--- config.mk ---
export PLATFORM = sky130hd
export DESIGN_NAME = adm_ctrl
export DESIGN_NICKNAME = d
export VERILOG_FILES = /design/src/hw/adm_pkg.sv /design/src/hw/adm_ctrl.sv
export VERILOG_INCLUDE_DIRS = /design/src /design/src/hw
export SDC_FILE = /design/constraint.sdc
export NUM_CORES = 1
export LEC_CHECK = 0
export BUFFER_PORTS_ARGS = -buffer_cell sky130_fd_sc_hd__buf_2
export CAP_MARGIN = 20
export CORE_UTILIZATION = 50
export CTS_CLUSTER_SIZE = 16
export DETAILED_ROUTE_END_ITERATION = 10
export PLACE_DENSITY = 0.77
export SYNTH_ARGS = -nofsm -noshare
export SYNTH_HDL_FRONTEND = slang
export SYNTH_SLANG_ARGS = --single-unit
export TNS_END_PERCENT = 30
--- constraint.sdc ---
create_clock -name clk_sys -period 1.8 [get_ports clk_sys]
set_input_delay 0.09 -clock clk_sys [delete_from_list [all_inputs] [get_ports clk_sys]]
set_output_delay 0.09 -clock clk_sys [all_outputs]
set_load 0.02 [all_outputs]
--- src/hw/adm_defines.svh ---
`ifndef ADM_DEFINES_SVH
`define ADM_DEFINES_SVH

// ----------------------------------------------------------------------
// Register offsets on the plain register port.
// ----------------------------------------------------------------------
`define ADM_OFS_FREQ 4'h0
`define ADM_OFS_GAIN 4'h1
`define ADM_OFS_TXPWR 4'h2
`define ADM_OFS_CONTRAST 4'h3
`define ADM_OFS_MCU_INT_CTRL 4'h4
`define ADM_OFS_DSP_STAT_CTRL 4'h5
`define ADM_OFS_MCU_STAT_CTRL 4'h6
`define ADM_OFS_SIG_STRENGTH 4'h7
`define ADM_OFS_BATTERY 4'h8

// ----------------------------------------------------------------------
// Field positions.
// ----------------------------------------------------------------------
`define ADM_BIT_GAIN_EN 0
`define ADM_BIT_FREQ_EN 1
`define ADM_BIT_TX_EN 0
`define ADM_BIT_CONTRAST_PD 0
`define ADM_CONTRAST_MSB 7
`define ADM_CONTRAST_LSB 4
`define ADM_BIT_CONV_READY 0
`define ADM_BIT_ADC_POWER 1
`define ADM_FS_MSB 3
`define ADM_FS_LSB 2

// ----------------------------------------------------------------------
// Reset values and range codes.
// ----------------------------------------------------------------------
`define ADM_RST_CODE8 8'h00
`define ADM_RST_CODE4 4'h0
`define ADM_RST_FS 2'h0
`define ADM_FS_FORBIDDEN 2'h1

// ----------------------------------------------------------------------
// Timing: figures in ns, counts in cycles of the 40 MHz clock.
// ----------------------------------------------------------------------
`define ADM_CLK_PERIOD_NS 25
`define ADM_CONV_TIME_NS 20000
`define ADM_IDLE_TIME_NS 40000
`define ADM_CNT_W 11
`define ADM_CONV_CYC 11'((`ADM_CONV_TIME_NS + `ADM_CLK_PERIOD_NS - 1) / `ADM_CLK_PERIOD_NS)
`define ADM_IDLE_CYC 11'((`ADM_IDLE_TIME_NS + `ADM_CLK_PERIOD_NS - 1) / `ADM_CLK_PERIOD_NS)

`endif

--- src/hw/adm_pkg.sv ---
package adm_pkg;

    // Register port request, one cycle per access.
    typedef struct packed {
        logic [3:0] addr;
        logic [7:0] wdata;
        logic wr;
        logic rd;
    } adm_bus_req_t;

    // Eight-bit converter output: code and output enable.
    typedef struct packed {
        logic [7:0] code;
        logic oe;
    } adm_dac8_t;

    // Four-bit contrast converter output.
    typedef struct packed {
        logic [3:0] code;
        logic oe;
    } adm_dac4_t;

    // Monitor converter sequencing.
    typedef enum logic {
        ADM_ST_IDLE,
        ADM_ST_CONV
    } adm_adc_state_t;

endpackage

--- src/hw/adm_ctrl.sv ---
// Design decisions made here: the plain strobed port and the placing of the registers.
`timescale 1ns/1ps
`default_nettype none
`include "adm_defines.svh"

module adm_ctrl (
    input wire logic clk_sys,
    input wire logic rst_b,
    input wire adm_pkg::adm_bus_req_t bus_req,
    input wire logic [7:0] adc_sample,
    output var logic [7:0] rd_data,
    output var adm_pkg::adm_dac8_t freq_correction_dac,
    output var adm_pkg::adm_dac8_t gain_control_dac,
    output var adm_pkg::adm_dac8_t tx_power_dac,
    output var adm_pkg::adm_dac4_t contrast_dac,
    output var logic [1:0] aux_full_scale_sel,
    output var logic adc_power,
    output var logic adc_input_sel
);

    // ------------------------------------------------------------------
    // Address decode
    // ------------------------------------------------------------------

    logic wr_freq;
    logic wr_gain;
    logic wr_txpwr;
    logic wr_contrast;
    logic wr_int_ctrl;
    logic wr_dsp_ctrl;
    logic wr_mcu_ctrl;
    logic wr_sig;
    logic wr_bat;
    logic rd_result;
    logic start_conv;

    // Write strobes per register.
    assign wr_freq = bus_req.wr && bus_req.addr == `ADM_OFS_FREQ;
    assign wr_gain = bus_req.wr && bus_req.addr == `ADM_OFS_GAIN;
    assign wr_txpwr = bus_req.wr && bus_req.addr == `ADM_OFS_TXPWR;
    assign wr_contrast = bus_req.wr && bus_req.addr == `ADM_OFS_CONTRAST;
    assign wr_int_ctrl = bus_req.wr && bus_req.addr == `ADM_OFS_MCU_INT_CTRL;
    assign wr_dsp_ctrl = bus_req.wr && bus_req.addr == `ADM_OFS_DSP_STAT_CTRL;
    assign wr_mcu_ctrl = bus_req.wr && bus_req.addr == `ADM_OFS_MCU_STAT_CTRL;
    assign wr_sig = bus_req.wr && bus_req.addr == `ADM_OFS_SIG_STRENGTH;
    assign wr_bat = bus_req.wr && bus_req.addr == `ADM_OFS_BATTERY;

    // Either converter location starts a conversion; data is ignored.
    assign start_conv = wr_sig || wr_bat;

    // Reading either result location consumes the ready flag.
    assign rd_result = bus_req.rd
        && (bus_req.addr == `ADM_OFS_SIG_STRENGTH
        || bus_req.addr == `ADM_OFS_BATTERY);

    // ------------------------------------------------------------------
    // Auxiliary DAC registers
    // ------------------------------------------------------------------

    logic [7:0] freq_code_ff;
    logic [7:0] gain_code_ff;
    logic [7:0] tx_code_ff;
    logic [3:0] contrast_code_ff;
    logic contrast_en_ff;
    logic freq_en_ff;
    logic gain_en_ff;
    logic tx_en_ff;
    logic [1:0] full_scale_ff;

    // Eight-bit data registers load the full byte on a write.
    always_ff @(posedge clk_sys or negedge rst_b) begin
        if (!rst_b) begin
            freq_code_ff <= `ADM_RST_CODE8;
            gain_code_ff <= `ADM_RST_CODE8;
            tx_code_ff <= `ADM_RST_CODE8;
        end else begin
            if (wr_freq) begin
                freq_code_ff <= bus_req.wdata;
            end
            if (wr_gain) begin
                gain_code_ff <= bus_req.wdata;
            end
            if (wr_txpwr) begin
                tx_code_ff <= bus_req.wdata;
            end
        end
    end

    // Contrast register: code in the upper nibble, power-down in bit 0.
    always_ff @(posedge clk_sys or negedge rst_b) begin
        if (!rst_b) begin
            contrast_code_ff <= `ADM_RST_CODE4;
            contrast_en_ff <= 1'b0;
        end else if (wr_contrast) begin
            contrast_code_ff <=
                bus_req.wdata[`ADM_CONTRAST_MSB:`ADM_CONTRAST_LSB];
            contrast_en_ff <=
                !bus_req.wdata[`ADM_BIT_CONTRAST_PD];
        end
    end

    // Enable bits; the three RF converters start out disabled.
    always_ff @(posedge clk_sys or negedge rst_b) begin
        if (!rst_b) begin
            freq_en_ff <= 1'b0;
            gain_en_ff <= 1'b0;
            tx_en_ff <= 1'b0;
        end else begin
            if (wr_int_ctrl) begin
                gain_en_ff <= bus_req.wdata[`ADM_BIT_GAIN_EN];
                freq_en_ff <= bus_req.wdata[`ADM_BIT_FREQ_EN];
            end
            if (wr_dsp_ctrl) begin
                tx_en_ff <= bus_req.wdata[`ADM_BIT_TX_EN];
            end
        end
    end

    logic [1:0] nxt_full_scale;

    // A forbidden range code is dropped so the old range stays in force.
    always_comb begin
        nxt_full_scale = full_scale_ff;
        if (wr_mcu_ctrl && bus_req.wdata[`ADM_FS_MSB:`ADM_FS_LSB]
            != `ADM_FS_FORBIDDEN) begin
            nxt_full_scale = bus_req.wdata[`ADM_FS_MSB:`ADM_FS_LSB];
        end
    end

    // Range field register.
    always_ff @(posedge clk_sys or negedge rst_b) begin
        if (!rst_b) begin
            full_scale_ff <= `ADM_RST_FS;
        end else begin
            full_scale_ff <= nxt_full_scale;
        end
    end

    // Output enables low mean the pad is released to high impedance.
    assign freq_correction_dac = '{code: freq_code_ff,
                                   oe: freq_en_ff};
    assign gain_control_dac = '{code: gain_code_ff,
                                oe: gain_en_ff};
    assign tx_power_dac = '{code: tx_code_ff, oe: tx_en_ff};
    assign contrast_dac = '{code: contrast_code_ff,
                            oe: contrast_en_ff};
    assign aux_full_scale_sel = full_scale_ff;

    // ------------------------------------------------------------------
    // Monitor converter sequencing
    // ------------------------------------------------------------------

    adm_pkg::adm_adc_state_t state_ff;
    adm_pkg::adm_adc_state_t nxt_state;
    logic [`ADM_CNT_W-1:0] conv_cnt_ff;
    logic [`ADM_CNT_W-1:0] idle_cnt_ff;
    logic [7:0] result_ff;
    logic ready_ff;
    logic power_ff;
    logic sel_ff;
    logic conv_done;
    logic idle_timeout;

    assign conv_done = state_ff == adm_pkg::ADM_ST_CONV
        && conv_cnt_ff == `ADM_CONV_CYC - 11'h001 && !start_conv;
    assign idle_timeout = idle_cnt_ff == `ADM_IDLE_CYC;

    // Next state: a start always (re)enters the conversion.
    always_comb begin
        nxt_state = state_ff;
        case (state_ff)
            adm_pkg::ADM_ST_IDLE: begin
                if (start_conv) begin
                    nxt_state = adm_pkg::ADM_ST_CONV;
                end
            end
            adm_pkg::ADM_ST_CONV: begin
                if (conv_done) begin
                    nxt_state = adm_pkg::ADM_ST_IDLE;
                end
            end
            default: begin
                nxt_state = adm_pkg::ADM_ST_IDLE;
            end
        endcase
    end

    // State register.
    always_ff @(posedge clk_sys or negedge rst_b) begin
        if (!rst_b) begin
            state_ff <= adm_pkg::ADM_ST_IDLE;
        end else begin
            state_ff <= nxt_state;
        end
    end

    // Conversion timer restarts on every start write.
    always_ff @(posedge clk_sys or negedge rst_b) begin
        if (!rst_b) begin
            conv_cnt_ff <= '0;
        end else if (start_conv) begin
            conv_cnt_ff <= '0;
        end else if (state_ff == adm_pkg::ADM_ST_CONV) begin
            conv_cnt_ff <= conv_cnt_ff + 11'h001;
        end
    end

    // Idle timer counts cycles since the last request, saturating.
    always_ff @(posedge clk_sys or negedge rst_b) begin
        if (!rst_b) begin
            idle_cnt_ff <= '0;
        end else if (start_conv) begin
            idle_cnt_ff <= '0;
        end else if (!idle_timeout) begin
            idle_cnt_ff <= idle_cnt_ff + 11'h001;
        end
    end

    // Power follows a request and drops at the latch or on idle timeout.
    always_ff @(posedge clk_sys or negedge rst_b) begin
        if (!rst_b) begin
            power_ff <= 1'b0;
        end else if (start_conv) begin
            power_ff <= 1'b1;
        end else if (conv_done || idle_timeout) begin
            power_ff <= 1'b0;
        end
    end

    // Input select is taken from the location that was written.
    always_ff @(posedge clk_sys or negedge rst_b) begin
        if (!rst_b) begin
            sel_ff <= 1'b0;
        end else if (start_conv) begin
            sel_ff <= wr_bat;
        end
    end

    // Shared result holds its value while the converter is off.
    always_ff @(posedge clk_sys or negedge rst_b) begin
        if (!rst_b) begin
            result_ff <= `ADM_RST_CODE8;
        end else if (conv_done) begin
            result_ff <= adc_sample;
        end
    end

    // Ready flag: completion wins over a same-cycle read.
    always_ff @(posedge clk_sys or negedge rst_b) begin
        if (!rst_b) begin
            ready_ff <= 1'b0;
        end else if (conv_done) begin
            ready_ff <= 1'b1;
        end else if (rd_result || start_conv) begin
            ready_ff <= 1'b0;
        end
    end

    assign adc_power = power_ff;
    assign adc_input_sel = sel_ff;

    // ------------------------------------------------------------------
    // Read data
    // ------------------------------------------------------------------

    logic [7:0] rd_data_ff;
    logic [7:0] nxt_rd_data;

    // Read mux; unmapped addresses and idle cycles return zero.
    always_comb begin
        nxt_rd_data = 8'h00;
        if (bus_req.rd) begin
            case (bus_req.addr)
                `ADM_OFS_FREQ: nxt_rd_data = freq_code_ff;
                `ADM_OFS_GAIN: nxt_rd_data = gain_code_ff;
                `ADM_OFS_TXPWR: nxt_rd_data = tx_code_ff;
                `ADM_OFS_CONTRAST: begin
                    nxt_rd_data = {contrast_code_ff, 3'h0, !contrast_en_ff};
                end
                `ADM_OFS_MCU_INT_CTRL: begin
                    nxt_rd_data = {6'h00, freq_en_ff, gain_en_ff};
                end
                `ADM_OFS_DSP_STAT_CTRL: nxt_rd_data = {7'h00, tx_en_ff};
                `ADM_OFS_MCU_STAT_CTRL: begin
                    nxt_rd_data = {4'h0, full_scale_ff, power_ff, ready_ff};
                end
                `ADM_OFS_SIG_STRENGTH: nxt_rd_data = result_ff;
                `ADM_OFS_BATTERY: nxt_rd_data = result_ff;
                default: nxt_rd_data = 8'h00;
            endcase
        end
    end

    // Read data register, valid only in the cycle after the strobe.
    always_ff @(posedge clk_sys or negedge rst_b) begin
        if (!rst_b) begin
            rd_data_ff <= 8'h00;
        end else begin
            rd_data_ff <= nxt_rd_data;
        end
    end

    assign rd_data = rd_data_ff;

    logic [`ADM_CNT_W-1:0] since_start_ff;

    // Cycles since the last start write, for latency checks.
    always_ff @(posedge clk_sys or negedge rst_b) begin
        if (!rst_b) begin
            since_start_ff <= '0;
        end else if (start_conv) begin
            since_start_ff <= 11'h000;
        end else if (since_start_ff != `ADM_IDLE_CYC) begin
            since_start_ff <= since_start_ff + 11'h001;
        end
    end
endmodule // adm_ctrl

`default_nettype wire

# ---- Yosys cells after proc, flatten, opt, wreduce, memory -nomap -nowiden
# Index checks and enable logic that the tools add are counted.
dict set report totals {
  ff_bits 76
  latchBits 0
  ram_bits 0
  mem_bits_ro 0
  input_bits 24
  out_inout_bits 44
  elab_cells 70
  n_memories 0
}
dict set report op_classes {
  n_addsub 2
  mul 0
  div_mod_pow 0
  order_cmp 0
  n_eq_ne 12
  shift 0
  n_mux 13
  bitwise 1
  n_reduce_logical 25
}
# cell count
set op_table {}
lappend op_table {{one-hot mux 8 bit (8 select lines)} 1}
lappend op_table {{2-to-1 mux 11 bit} 4}
lappend op_table {{adder 11 x 1 -> 11 bit (second input constant)} 2}
lappend op_table {{== test 4 x 3 -> 1 bit (second input constant)} 4}
lappend op_table {{logical AND 1 bit} 13}
lappend op_table {{== test 11 x 10 -> 1 bit (second input constant)} 1}
lappend op_table {{== test 11 bit (second input constant)} 1}
lappend op_table {{== test 4 x 2 -> 1 bit (second input constant)} 2}
lappend op_table {{2-to-1 mux 8 bit} 1}
lappend op_table {{2-to-1 mux 1 bit} 6}
lappend op_table {{nonzero test 2 bit} 3}
lappend op_table {{== test 4 x 1 -> 1 bit (second input constant)} 1}
lappend op_table {{== test 4 bit (second input constant)} 1}
lappend op_table {{zero test 4 bit} 1}
lappend op_table {{logical OR 1 bit} 4}
lappend op_table {{zero test 1 bit} 3}
lappend op_table {{!= test 2 x 1 -> 1 bit (second input constant)} 1}
lappend op_table {{!= test 2 bit (second input constant)} 1}
lappend op_table {{one-hot mux 1 bit (2 select lines)} 1}
lappend op_table {{OR reduction 2 bit} 1}
lappend op_table {{NOT 1 bit} 1}

# ---- Longest topological paths before layout
# Gate-level depths: netlist of run 1.
dict set report depth {
  ltp_word 8
  ltp_mapped 6
  depth_no_buf 5
}

# ---- Worst setup path before layout of run 1
# Ideal clock, no wire load.
dict set report synth_path {
  path_kind {reg-to-reg}
  from {register conv_cnt_ff[0]}
  to {register result_ff[0]}
  setup_time_ps 125
  arrival_ps 1504
  t_required_ps 1675
  slack_ps 171
  path_stages_with_launch 7
  path_buffers 1
  synth_period_minus_slack_ps 1629
  cell_sequence {dfrtp_1 > ha_1 > and4_1 > buf_2 > nand4_4 > nor2_8 > mux2_4}
}
dict set report synth_between {
  elab_chain_cells 3
}
# element line
set synth_rtl {}
lappend synth_rtl {{from (decl)} adm_ctrl.sv:155} ;# logic [`ADM_CNT_W-1:0] conv_cnt_ff;
lappend synth_rtl {{from (signal assigned)} adm_ctrl.sv:204} ;# conv_cnt_ff <= conv_cnt_ff + 11'h001;
lappend synth_rtl {{== test 11 x 10 -> 1 bit} adm_ctrl.sv:165} ;# && conv_cnt_ff == `ADM_CONV_CYC - 11'h001 && !start_conv;
lappend synth_rtl {{logical AND 1 bit (2 in series)} adm_ctrl.sv:164} ;# assign conv_done = state_ff == adm_pkg::ADM_ST_CONV
lappend synth_rtl {{to (signal assigned)} adm_ctrl.sv:242} ;# result_ff <= `ADM_RST_CODE8;
lappend synth_rtl {{to (signal assigned)} adm_ctrl.sv:244} ;# result_ff <= adc_sample;
lappend synth_rtl {{to (decl)} adm_ctrl.sv:157} ;# logic [7:0] result_ff;
# Every way passes these cells.
# A chain may end at the register's enable or synchronous reset.

# ---- Worst setup path in the final report of run 1
dict set report layout_path {
  from {register conv_cnt_ff[5]}
  to {register result_ff[3]}
}
# The elaborated chain is that of the path after synthesis.

==> results of run 1 <==
[per-layer routing]
layer / global-route usage [%] / up-vias / wire length [um]
met3: 4.62 / 18 / 352
met1: 32.6 / 1318 / 3870
met2: 33.4 / 89 / 3760
met4: 13.0 / 0 / 238
li1: - / 1262 / -
met5: 0 / - / 0
[stage by stage]
stage                     utilization (%)  power, mW  area [sq um]  instances
after floorplan                         -       3.25          3690        307
after CTS                            63.5       5.06          4430        487
after global placement               58.5       3.63          4080        457
final                                63.7       5.06          4450        488
after detailed placement             58.5       3.70          4080        457
after global routing                 63.7       5.35          4450        488
[worst paths after layout]
path,from,endpoint,slack (ns)
setup / recovery,conv_cnt_ff[5]$_DFFE_PN0P_,result_ff[3]$_DFFE_PN0P_,0.06
setup reg to reg,conv_cnt_ff[5]$_DFFE_PN0P_,result_ff[3]$_DFFE_PN0P_,0.06
min in group asynchronous,rst_b,idle_cnt_ff[2]$_DFFE_PN0P_,0.23
hold reg to reg,freq_code_ff[1]$_DFFE_PN0P_,freq_code_ff[1]$_DFFE_PN0P_,0.53
hold / removal,bus_req[5],aux_full_scale_sel[1]$_DFFE_PN0P_,0.01
max in group asynchronous,rst_b,idle_cnt_ff[1]$_DFFE_PN0P_,1.00
[flip-flops by register name, indices dropped and copies added (netlist names)]
signal and count:
gain_code_ff 8, adc_input_sel 1, tx_code_ff 8, rd_data 8, adc_power 1, gain_en_ff 1
state_ff 1, contrast_en_ff 1, freq_en_ff 1, tx_en_ff 1, idle_cnt_ff 11, aux_full_scale_sel 2
freq_code_ff 8, conv_cnt_ff 11, result_ff 8, ready_ff 1, contrast_code_ff 4
[tightest hold or removal path: stages]
cell and delay (ns):
buf_2 0.12, nand2_1 0.06, o21ai_0 0.06
[cells in the final DEF (no fill, tap or decap), drive strengths merged, types with 4 or more instances in the layout]
cell         instances
a21oi               10
a222oi               4
a22o                 4
buf                 75
clkbuf              10
dfrtp               76
dlygate4sd3         14
inv                  9
mux2                47
mux2i                8
nand2               10
nand3                9
nand4                7
nor2                29
nor3                 9
nor4                 5
o21ai                7
or3                  4
xnor2                9
xor2                 7
[cells by family after synthesis]
group | share of synthesized area [%]
buffers and inverters | 4.44
adder cells (fa/ha/maj) | 1.02
XOR/XNOR | 3.79
AND/OR/NAND/NOR | 14.7
multiplexers | 17.3
AO/OA/AOI/OAI | 7.28
flip-flops | 51.5
[synth_stat cells, types with 2 or more instances]
library cell  instances  area share, %
a222oi_1              4            1.1
a41oi_1               2           0.47
a21oi_1              10            1.4
o21ai_0               6           0.81
nor3b_1               2           0.41
buf_4                 6            1.2
nand2b_1              2           0.34
inv_1                 8           0.81
ha_1                  3            1.0
nor4_1                4           0.68
or3_1                 4           0.68
nor2b_1               2           0.34
nand3b_1              3           0.61
nor4b_1               2           0.47
nand3_2               2           0.54
a32o_1                2           0.54
nand3_1               7           0.95
mux2_4                8            3.3
nand4_1               5           0.85
mux2_2               39             12
a22o_1                4           0.95
nor2_1               27            2.7
xnor2_1               9            2.1
nand2_1              10            1.0
buf_2                11            1.5
mux2i_1               8            2.2
a31oi_1               2           0.34
xor2_1                7            1.7
nor3_1                8            1.1
buf_6                 3           0.91
and4_1                2           0.47
dfrtp_1              76             51
[final cells by class]
cell class                 instances  area [sq um]
inverter                           8          30.0
clock inverter                     6          71.3
clock buffer                      10           138
fill                             554          2530
sequential                        76          1900
tap                               96           120
multi-input combinational        203          1640
timing repair buffer              89           551
[where the power goes]
part / internal, mW / switching [mW]
sequential: 2.05 / 0.342
clock: 0.687 / 0.647
combinational: 0.604 / 0.733
total: 3.34 / 1.72
[what timing repair did]
action | 4_1_cts | 5_1_grt
endpoints found under the hold margin | 51 | 0
resized for setup | 0 | 2
setup buffers | 0 | 1
hold buffers | 14 | 0
endpoints found under the setup margin | 0 | 8
==> results.toml, run 1 <==
[status]
status = "complete, no violations"

[sta]
worstMarginPinSlew_ns = 0.589
maxSlewViolCount = 0
finalWorstSetupSlack_ns = 0.0636
tns_ns = 0
slew_headroom_pct = 60.5
finalCriticalPeriod_ns = 1.74
fin_worst_skew_ns = 0.0117
min_period_over_period_pct = 96.5
rsz0062_at_grt = "false"
finalSetupViolations = 0
hold_ws_ns = 0.0117
max_freq_ghz = 0.576
hold_viol_final = 0

[global_route]
grt_overflow = 0
grt_pass1_vias = 2609
antenna_found_initial = 0
gr-usage-all-layers_pct = 23.1
grt_pass1_wl_mm = 13.2
grt_max_degree = 42

[placement]
io_buffers = 67
dp_slack_ns = 0.0630
dp_hpwl_mm = 5.70
gp_congestion = 0.866

[worst_setup_path]
path_class = "flip-flop to flip-flop"
start_kind = "flip-flop"
crit_required_ns = 2.03
path_cells = "nor4_4, nand4_4, nor2_8, mux2_4"
reg2regPathDepth = 4
cp_num_buf_inv = 0
critPathMaxFanout = 8
slowest_delay_ns = 0.47
cp.arrival_ns = 1.96
cp_num_cells = 4
end_kind = "flip-flop"
cp_top_family = "simple AND/OR/NAND/NOR gates"
cp_slowest_cell = "dfrtp_1"

[synth]
synth.distinct_cells = 51
avgSynthCellArea_sq_um = 12.0
synth_seq_cells = 76
synth_edf_count = 0
synthesis.nets = 334
yosysSeqAreaShare_pct = 51.5
synthArstFlopShare_pct = 100
yosysWarnings = 0
ys.flop_type = "dfrtp_1"
synthCells = 307
syn_area_sq_um = 3690

[clock_tree]
clk_latency_ns = 0.35
cts_made_buffers = 9
cts_sinks = 76
path_clk_slew_ns = 0.08
root_buffer = "clkbuf_8"
cts_buffer_depth = 2
cts_tree = "done"
h-tree-depth = 3

[final_layout]
area_growth_syn_to_layout_pct = 20.5
layout.nets = 414
antennaDiodeCount = 0
drive_gt1_share_pct = 38.5

[floorplanning]
die_width_um = 88.0
core_sq_um = 6980
start_util_pct = 52.9
io_pins = 68
die_y_um = 88.0
fp-row-count = 30
dieArea_sq_um = 7740

[detailed_routing]
wl_per_cell_um = 16.8
drt-total-wl_mm = 8.22
dr.first_iter.drc_count = 143
drc = 0
vias = 2687
routed_via_density = 5.51
drtAntennaViolNets = 0
first_pass_iters = 4

[job]
maxCapViolations = 0

[hold_path]
worstHoldPathCells = 3
hold_class = "input port to flip-flop"

[power_and_ir_drop]
vdd_drop_max_uv = 912
power_leakage_nw = 2.05
power_density_nw_per_um2 = 1140
(Power assumes the default switching activity.)
==> run 2, diff against run 1 <==
--- a/config.mk
+++ b/config.mk
@@ -6,12 +6,15 @@
 export SDC_FILE = /design/constraint.sdc
 export NUM_CORES = 1
 export LEC_CHECK = 0
+export ABC_AREA = 1
 export BUFFER_PORTS_ARGS = -buffer_cell sky130_fd_sc_hd__buf_2
 export CAP_MARGIN = 20
 export CORE_UTILIZATION = 50
+export CTS_BUF_LIST = sky130_fd_sc_hd__clkbuf_2 sky130_fd_sc_hd__clkbuf_4 sky130_fd_sc_hd__clkbuf_8
 export CTS_CLUSTER_SIZE = 16
 export DETAILED_ROUTE_END_ITERATION = 10
 export PLACE_DENSITY = 0.77
+export RECOVER_POWER = 25
 export SYNTH_ARGS = -nofsm -noshare
 export SYNTH_HDL_FRONTEND = slang
 export SYNTH_SLANG_ARGS = --single-unit
==> run 2 against run 1 <==
Net effect:
- non-clock buffer count fell by 9
- sequential power fell by 3%
- critical endpoint is now result_ff[4]$_DFFE_PN0P_
- clock skew barely moved
- largest power group unchanged
- critical path type unchanged
- wire length rose by 2.0%
- fmax rose by 11%
- via count rose by 16%
- synthesized area fell by 2.4%
- cell count rose by 25%
- power fell by 7.0%
- register-to-register slack improved by 0.17 ns
- combinational power fell by 13%
==> results.toml, run 2 <==
[status]
status = "complete, no violations"

[floorplanning]
dieArea_sq_um = 7560
start_util_pct = 52.5
io_pins = 68
die_y_um = 86.9
core_sq_um = 6870
fp-row-count = 30
die_width_um = 86.9

[sta]
slew_headroom_pct = 11.0
max_freq_ghz = 0.640
maxSlewViolCount = 0
finalCriticalPeriod_ns = 1.56
finalWorstSetupSlack_ns = 0.237
rsz0062_at_grt = "false"
worstMarginPinSlew_ns = 1.34
fin_worst_skew_ns = 0.0120
hold_ws_ns = 0.00764
finalSetupViolations = 0
tns_ns = 0
min_period_over_period_pct = 86.8
hold_viol_final = 0

[clock_tree]
path_clk_slew_ns = 0.07
clk_latency_ns = 0.35
cts_resized = 0
cts_buffer_depth = 2
root_buffer = "clkbuf_8"
h-tree-depth = 3
cts_tree = "done"
cts_sinks = 76
cts_made_buffers = 9

[power_and_ir_drop]
power_density_nw_per_um2 = 1100
vdd_drop_max_uv = 580
power_leakage_nw = 2.23

[synth]
syn_area_sq_um = 3610
synth_area_leader_cell = "dfrtp_1"
synth.distinct_cells = 34
synth.top_cell.area_share_pct = 52.7
yosysMostFrequentCell = "nand2_1"
synthesis.nets = 459
yosysSeqAreaShare_pct = 52.7
yosys-top-cells-area = "dfrtp_1, nand2_1, nand3_1"
avgSynthCellArea_sq_um = 8.35
yosysWarnings = 0
synth_seq_cells = 76
synth_edf_count = 0
synthArstFlopShare_pct = 100
synth_top_cells_by_count = "nand2_1, dfrtp_1, inv_1"
synthCells = 432
ys.flop_type = "dfrtp_1"

[worst_setup_path]
cp_num_cells = 7
path_cells = "ha_1, nand2_1, nor2_1, and3_1, nand2_2, nand2_1, nand2_1"
critPathMaxFanout = 9
cp_slowest_cell = "dfrtp_1"
path_common_cell = "nand2_1"
path_class = "flip-flop to flip-flop"
cp.arrival_ns = 1.80
cp_num_buf_inv = 0
crit_required_ns = 2.04
slowest_delay_ns = 0.42
cp_top_family = "simple AND/OR/NAND/NOR gates"
end_kind = "flip-flop"
start_kind = "flip-flop"
reg2regPathDepth = 7

[placement]
dp_slack_ns = 0.272
io_buffers = 67
dp_cells = 585
gp_congestion = 0.880
post_dp_cell_area_sq_um = 4010
dp_hpwl_mm = 6.02

[detailed_routing]
dr.first_iter.drc_count = 233
first_pass_iters = 4
routed_via_density = 5.13
wl_per_cell_um = 13.8
drtAntennaViolNets = 0
drt-total-wl_mm = 8.38
drc = 0
vias = 3122

[job]
maxCapViolations = 0

[final_layout]
layout.nets = 537
antennaDiodeCount = 0
layout_commonest_cell = "nand2_1"
largestRegisters = "conv_cnt_ff: 11 flops, idle_cnt_ff: 11 flops"
drive_gt1_share_pct = 20.9
final_area_sq_um = 4270
layoutNonFillerInstCount = 609
mostFrequentLayoutCells = "nand2_1, dfrtp_1, buf_2, inv_1, nor2_1"
area_growth_syn_to_layout_pct = 18.5

[global_route]
gr-usage-all-layers_pct = 24.4
grt_max_degree = 36
grt_overflow = 0
antenna_found_initial = 0
grt_pass1_wl_mm = 13.9
grt_pass1_vias = 2925

[hold_path]
worstHoldPathCells = 3
hold_class = "input port to flip-flop"
## run 2: through the flow
step	power [mW]	utilization (%)
floorplan	3.09	-
global placement	3.43	58.4
detailed placement	3.49	58.4
CTS	4.73	62.4
global route	5.00	62.2
finish	4.71	62.2
## run 2: routing by layer
| metal | track usage, % | part of all wire (%) |
|---|---|---|
| met1 | 34.3 | 47 |
| met2 | 36.8 | 45 |
| met3 | 3.89 | 5.0 |
| met4 | 12.3 | 3.0 |
| met5 | 0 | 0 |
## run 2: tightest hold or removal path: cells and delay by family
kind                   cells  cell delay (ns)
buffers and inverters      1             0.09
AND/OR/NAND/NOR            2             0.14
## run 2: cell type report
| cell class | instances | area, sq um |
|---|---|---|
| Fill cell | 607 | 2590 |
| Sequential cell | 76 | 1900 |
| Multi-Input combinational cell | 303 | 1440 |
| Timing Repair Buffer | 80 | 478 |
| Inverter | 40 | 153 |
| Clock buffer | 9 | 124 |
| Tap cell | 96 | 120 |
| Clock inverter | 5 | 55.1 |
## run 2: kinds of logic after synthesis
group | Yosys count | share of synthesized area [%]
AND/OR/NAND/NOR | 233 | 28.9
AO/OA/AOI/OAI | 63 | 9.33
flip-flops | 76 | 52.7
buffers and inverters | 53 | 6.97
XOR/XNOR | 4 | 0.972
adder cells (fa/ha/maj) | 3 | 1.04
## run 2: path summary, 6_finish.rpt
kind	from	end	slack [ns]
worst max-delay path	conv_cnt_ff[0]$_DFFE_PN0P_	result_ff[4]$_DFFE_PN0P_	0.24
worst min-delay path	adc_sample[5]	result_ff[5]$_DFFE_PN0P_	0.008
worst max register to register	conv_cnt_ff[0]$_DFFE_PN0P_	result_ff[4]$_DFFE_PN0P_	0.24
worst min register to register	result_ff[2]$_DFFE_PN0P_	result_ff[2]$_DFFE_PN0P_	0.48
max in group asynchronous	rst_b	ready_ff$_DFFE_PN0P_	0.42
min in group asynchronous	rst_b	freq_code_ff[6]$_DFFE_PN0P_	0.56
## run 2: timing repair
item	4_1_cts	5_1_grt
setup buffers	0	0
hold endpoints to repair	30	0
hold buffers	10	0
## run 2: where the power goes
group	internal [mW]	leakage, nW	switching [mW]
Clock	0.619	0.0870	0.602
Combinational	0.439	1.17	0.731
Sequential	2.02	0.977	0.292
Total	3.08	2.23	1.62
==> run 3, diff against run 2 <==
==> constraint.sdc (replaced) <==
create_clock -name clk_sys -period 1.8 [get_ports clk_sys]
set_input_delay 0.18 -clock clk_sys [delete_from_list [all_inputs] [get_ports clk_sys]]
set_output_delay 0.18 -clock clk_sys [all_outputs]
set_load 0.02 [all_outputs]
==> run 3 against run 2 <==
Net effect:
- sequential share of layout area is 0.96 points higher
- sequential cell count unchanged
- fmax decreased by 3.3%
- critical path depth did not move
- register-to-register slack got worse by 0.05 ns
- worst hold slack gained 0.022 ns
- via count is 1.7% lower
- sequential power hardly changed
- power increased by 1.1%
- highest routed layer unchanged
- non-clock buffer count decreased by 10
- first-iteration DRC count fell by 18%
- combinational power barely moved
==> results.toml, run 3 (same netlist as run 2, synthesis figures left out) <==
[status]
status = "complete, no violations"

[sta]
hold_ws_ns = 0.0294
max_freq_ghz = 0.619
rsz0062_at_grt = "false"
worstMarginPinSlew_ns = 1.01
slew_headroom_pct = 32.9
finalCriticalPeriod_ns = 1.62
finalSetupViolations = 0
hold_viol_final = 0
tns_ns = 0
maxSlewViolCount = 0
fin_worst_skew_ns = 0.0137
min_period_over_period_pct = 89.8

[detailed_routing]
first_pass_iters = 4
wl_per_cell_um = 13.6
routed_via_density = 5.11
drc = 0
drt-total-wl_mm = 8.19
drtAntennaViolNets = 0
wl_met3_um = 462
m1WireLength_mm = 3.86
wl_met2_mm = 3.72
highest_layer = "met4"
vias = 3069
dr.first_iter.drc_count = 192

[clock_tree]
clk_latency_ns = 0.35
h-tree-depth = 3
cts_sinks = 76
cts_tree = "done"
path_clk_slew_ns = 0.08
root_buffer = "clkbuf_8"
cts_made_buffers = 9
cts_buffer_depth = 2

[worst_setup_path]
crit_required_ns = 2.03
cp.arrival_ns = 1.85
end_kind = "flip-flop"
critPathMaxFanout = 9
path_class = "flip-flop to flip-flop"
start_kind = "flip-flop"

[global_route]
grt_overflow = 0
grt_pass1_wl_mm = 13.5
grt_pass1_vias = 2791
grt_max_degree = 77
antenna_found_initial = 0
gr-usage-all-layers_pct = 23.7

[floorplanning]
start_util_pct = 52.5
io_pins = 68
die_y_um = 86.9
core_sq_um = 6870
fp-row-count = 30
die_width_um = 86.9
dieArea_sq_um = 7560

[final_layout]
largestRegisters = "conv_cnt_ff: 11 flops, idle_cnt_ff: 11 flops"
antennaDiodeCount = 0
mostFrequentLayoutCells = "nand2_1, dfrtp_1, buf_2, inv_1, nand3_1"
layout.nets = 527
area_growth_syn_to_layout_pct = 16.0
layout_commonest_cell = "nand2_1"
final_area_sq_um = 4180
fillers = 623
fin_util_pct = 60.9
layoutNonFillerInstCount = 601
drive_gt1_share_pct = 22.6

[power_and_ir_drop]
power_density_nw_per_um2 = 1140
vdd_drop_max_uv = 506
power_leakage_nw = 2.20

[placement]
gp_congestion = 0.908
dp_cells = 584
io_buffers = 67
dp_hpwl_mm = 5.82
post_dp_cell_area_sq_um = 3990

[hold_path]
hold_class = "input port to flip-flop"

[job]
maxCapViolations = 0
[run 3: changes by cell type in the layout (fill, tap and decap cells not counted), sizes merged]
cell         before  now
dlygate4sd3      10    1
buf              66   68
clkbuf           13   11
clkinv            3    5
clkinvlp          2    1
[run 3: critical path, stage by stage (launching register included)]
cell     delay [ns]
dfrtp_1        0.38
ha_1           0.21
nand2_1        0.06
nor2_1         0.21
and3_1         0.33
nand2_2        0.17
nand2_1        0.10
nand2_1        0.05
[run 3: power breakdown]
| part | switching, mW | leakage (nW) | internal (mW) |
|---|---|---|---|
| combinational | 0.723 | 1.13 | 0.422 |
| sequential | 0.284 | 0.977 | 2.02 |
| clock | 0.652 | 0.0996 | 0.656 |
[run 3: area by class of cell]
| type | instances | area (sq um) | share of cell area [%] |
|---|---|---|---|
| Timing Repair Buffer | 70 | 360 | 8.61 |
| Sequential cell | 76 | 1900 | 45.5 |
| Inverter | 40 | 153 | 3.65 |
| Clock inverter | 6 | 65.1 | 1.56 |
| Tap cell | 96 | 120 | 2.87 |
| Multi-Input combinational cell | 303 | 1450 | 34.7 |
| Clock buffer | 10 | 131 | 3.14 |
[run 3: per-stage QoR]
stage / power, mW / setup slack [ns]
after floorplan: 3.09 / 0.469
after global placement: 3.42 / 0.293
after detailed placement: 3.48 / 0.201
after CTS: 4.80 / 0.188
after global routing: 5.03 / 0.106
final: 4.76 / 0.184
[run 3: path summary, 6_finish.rpt]
check                                      startpoint                     endpoint  slack [ns]  cells after the start
hold / removal                             bus_req[2]   contrast_en_ff$_DFFE_PN0P_        0.03                      2
hold reg to reg              result_ff[5]$_DFFE_PN0P_     result_ff[5]$_DFFE_PN0P_        0.48                      2
max in group asynchronous                       rst_b   idle_cnt_ff[7]$_DFFE_PN0P_        0.51                      3
setup / recovery           conv_cnt_ff[0]$_DFFE_PN0P_     result_ff[6]$_DFFE_PN0P_        0.18                      7
setup reg to reg           conv_cnt_ff[0]$_DFFE_PN0P_     result_ff[6]$_DFFE_PN0P_        0.18                      7
min in group asynchronous                       rst_b  gain_code_ff[4]$_DFFE_PN0P_        0.63                      3
[run 3: timing repair]
action / CTS / global route
setup buffers: 0 / 0
endpoints found under the hold margin: 76 / 0
resized for setup: 0 / 0
endpoints found under the setup margin: 0 / 0
hold buffers: 1 / 0
[run 3: metal layers]
layer,global-route usage [%],up-vias
met5,0,-
met4,9.55,0
met3,3.79,11
met2,34.9,99
met1,35.0,1438
li1,-,1521
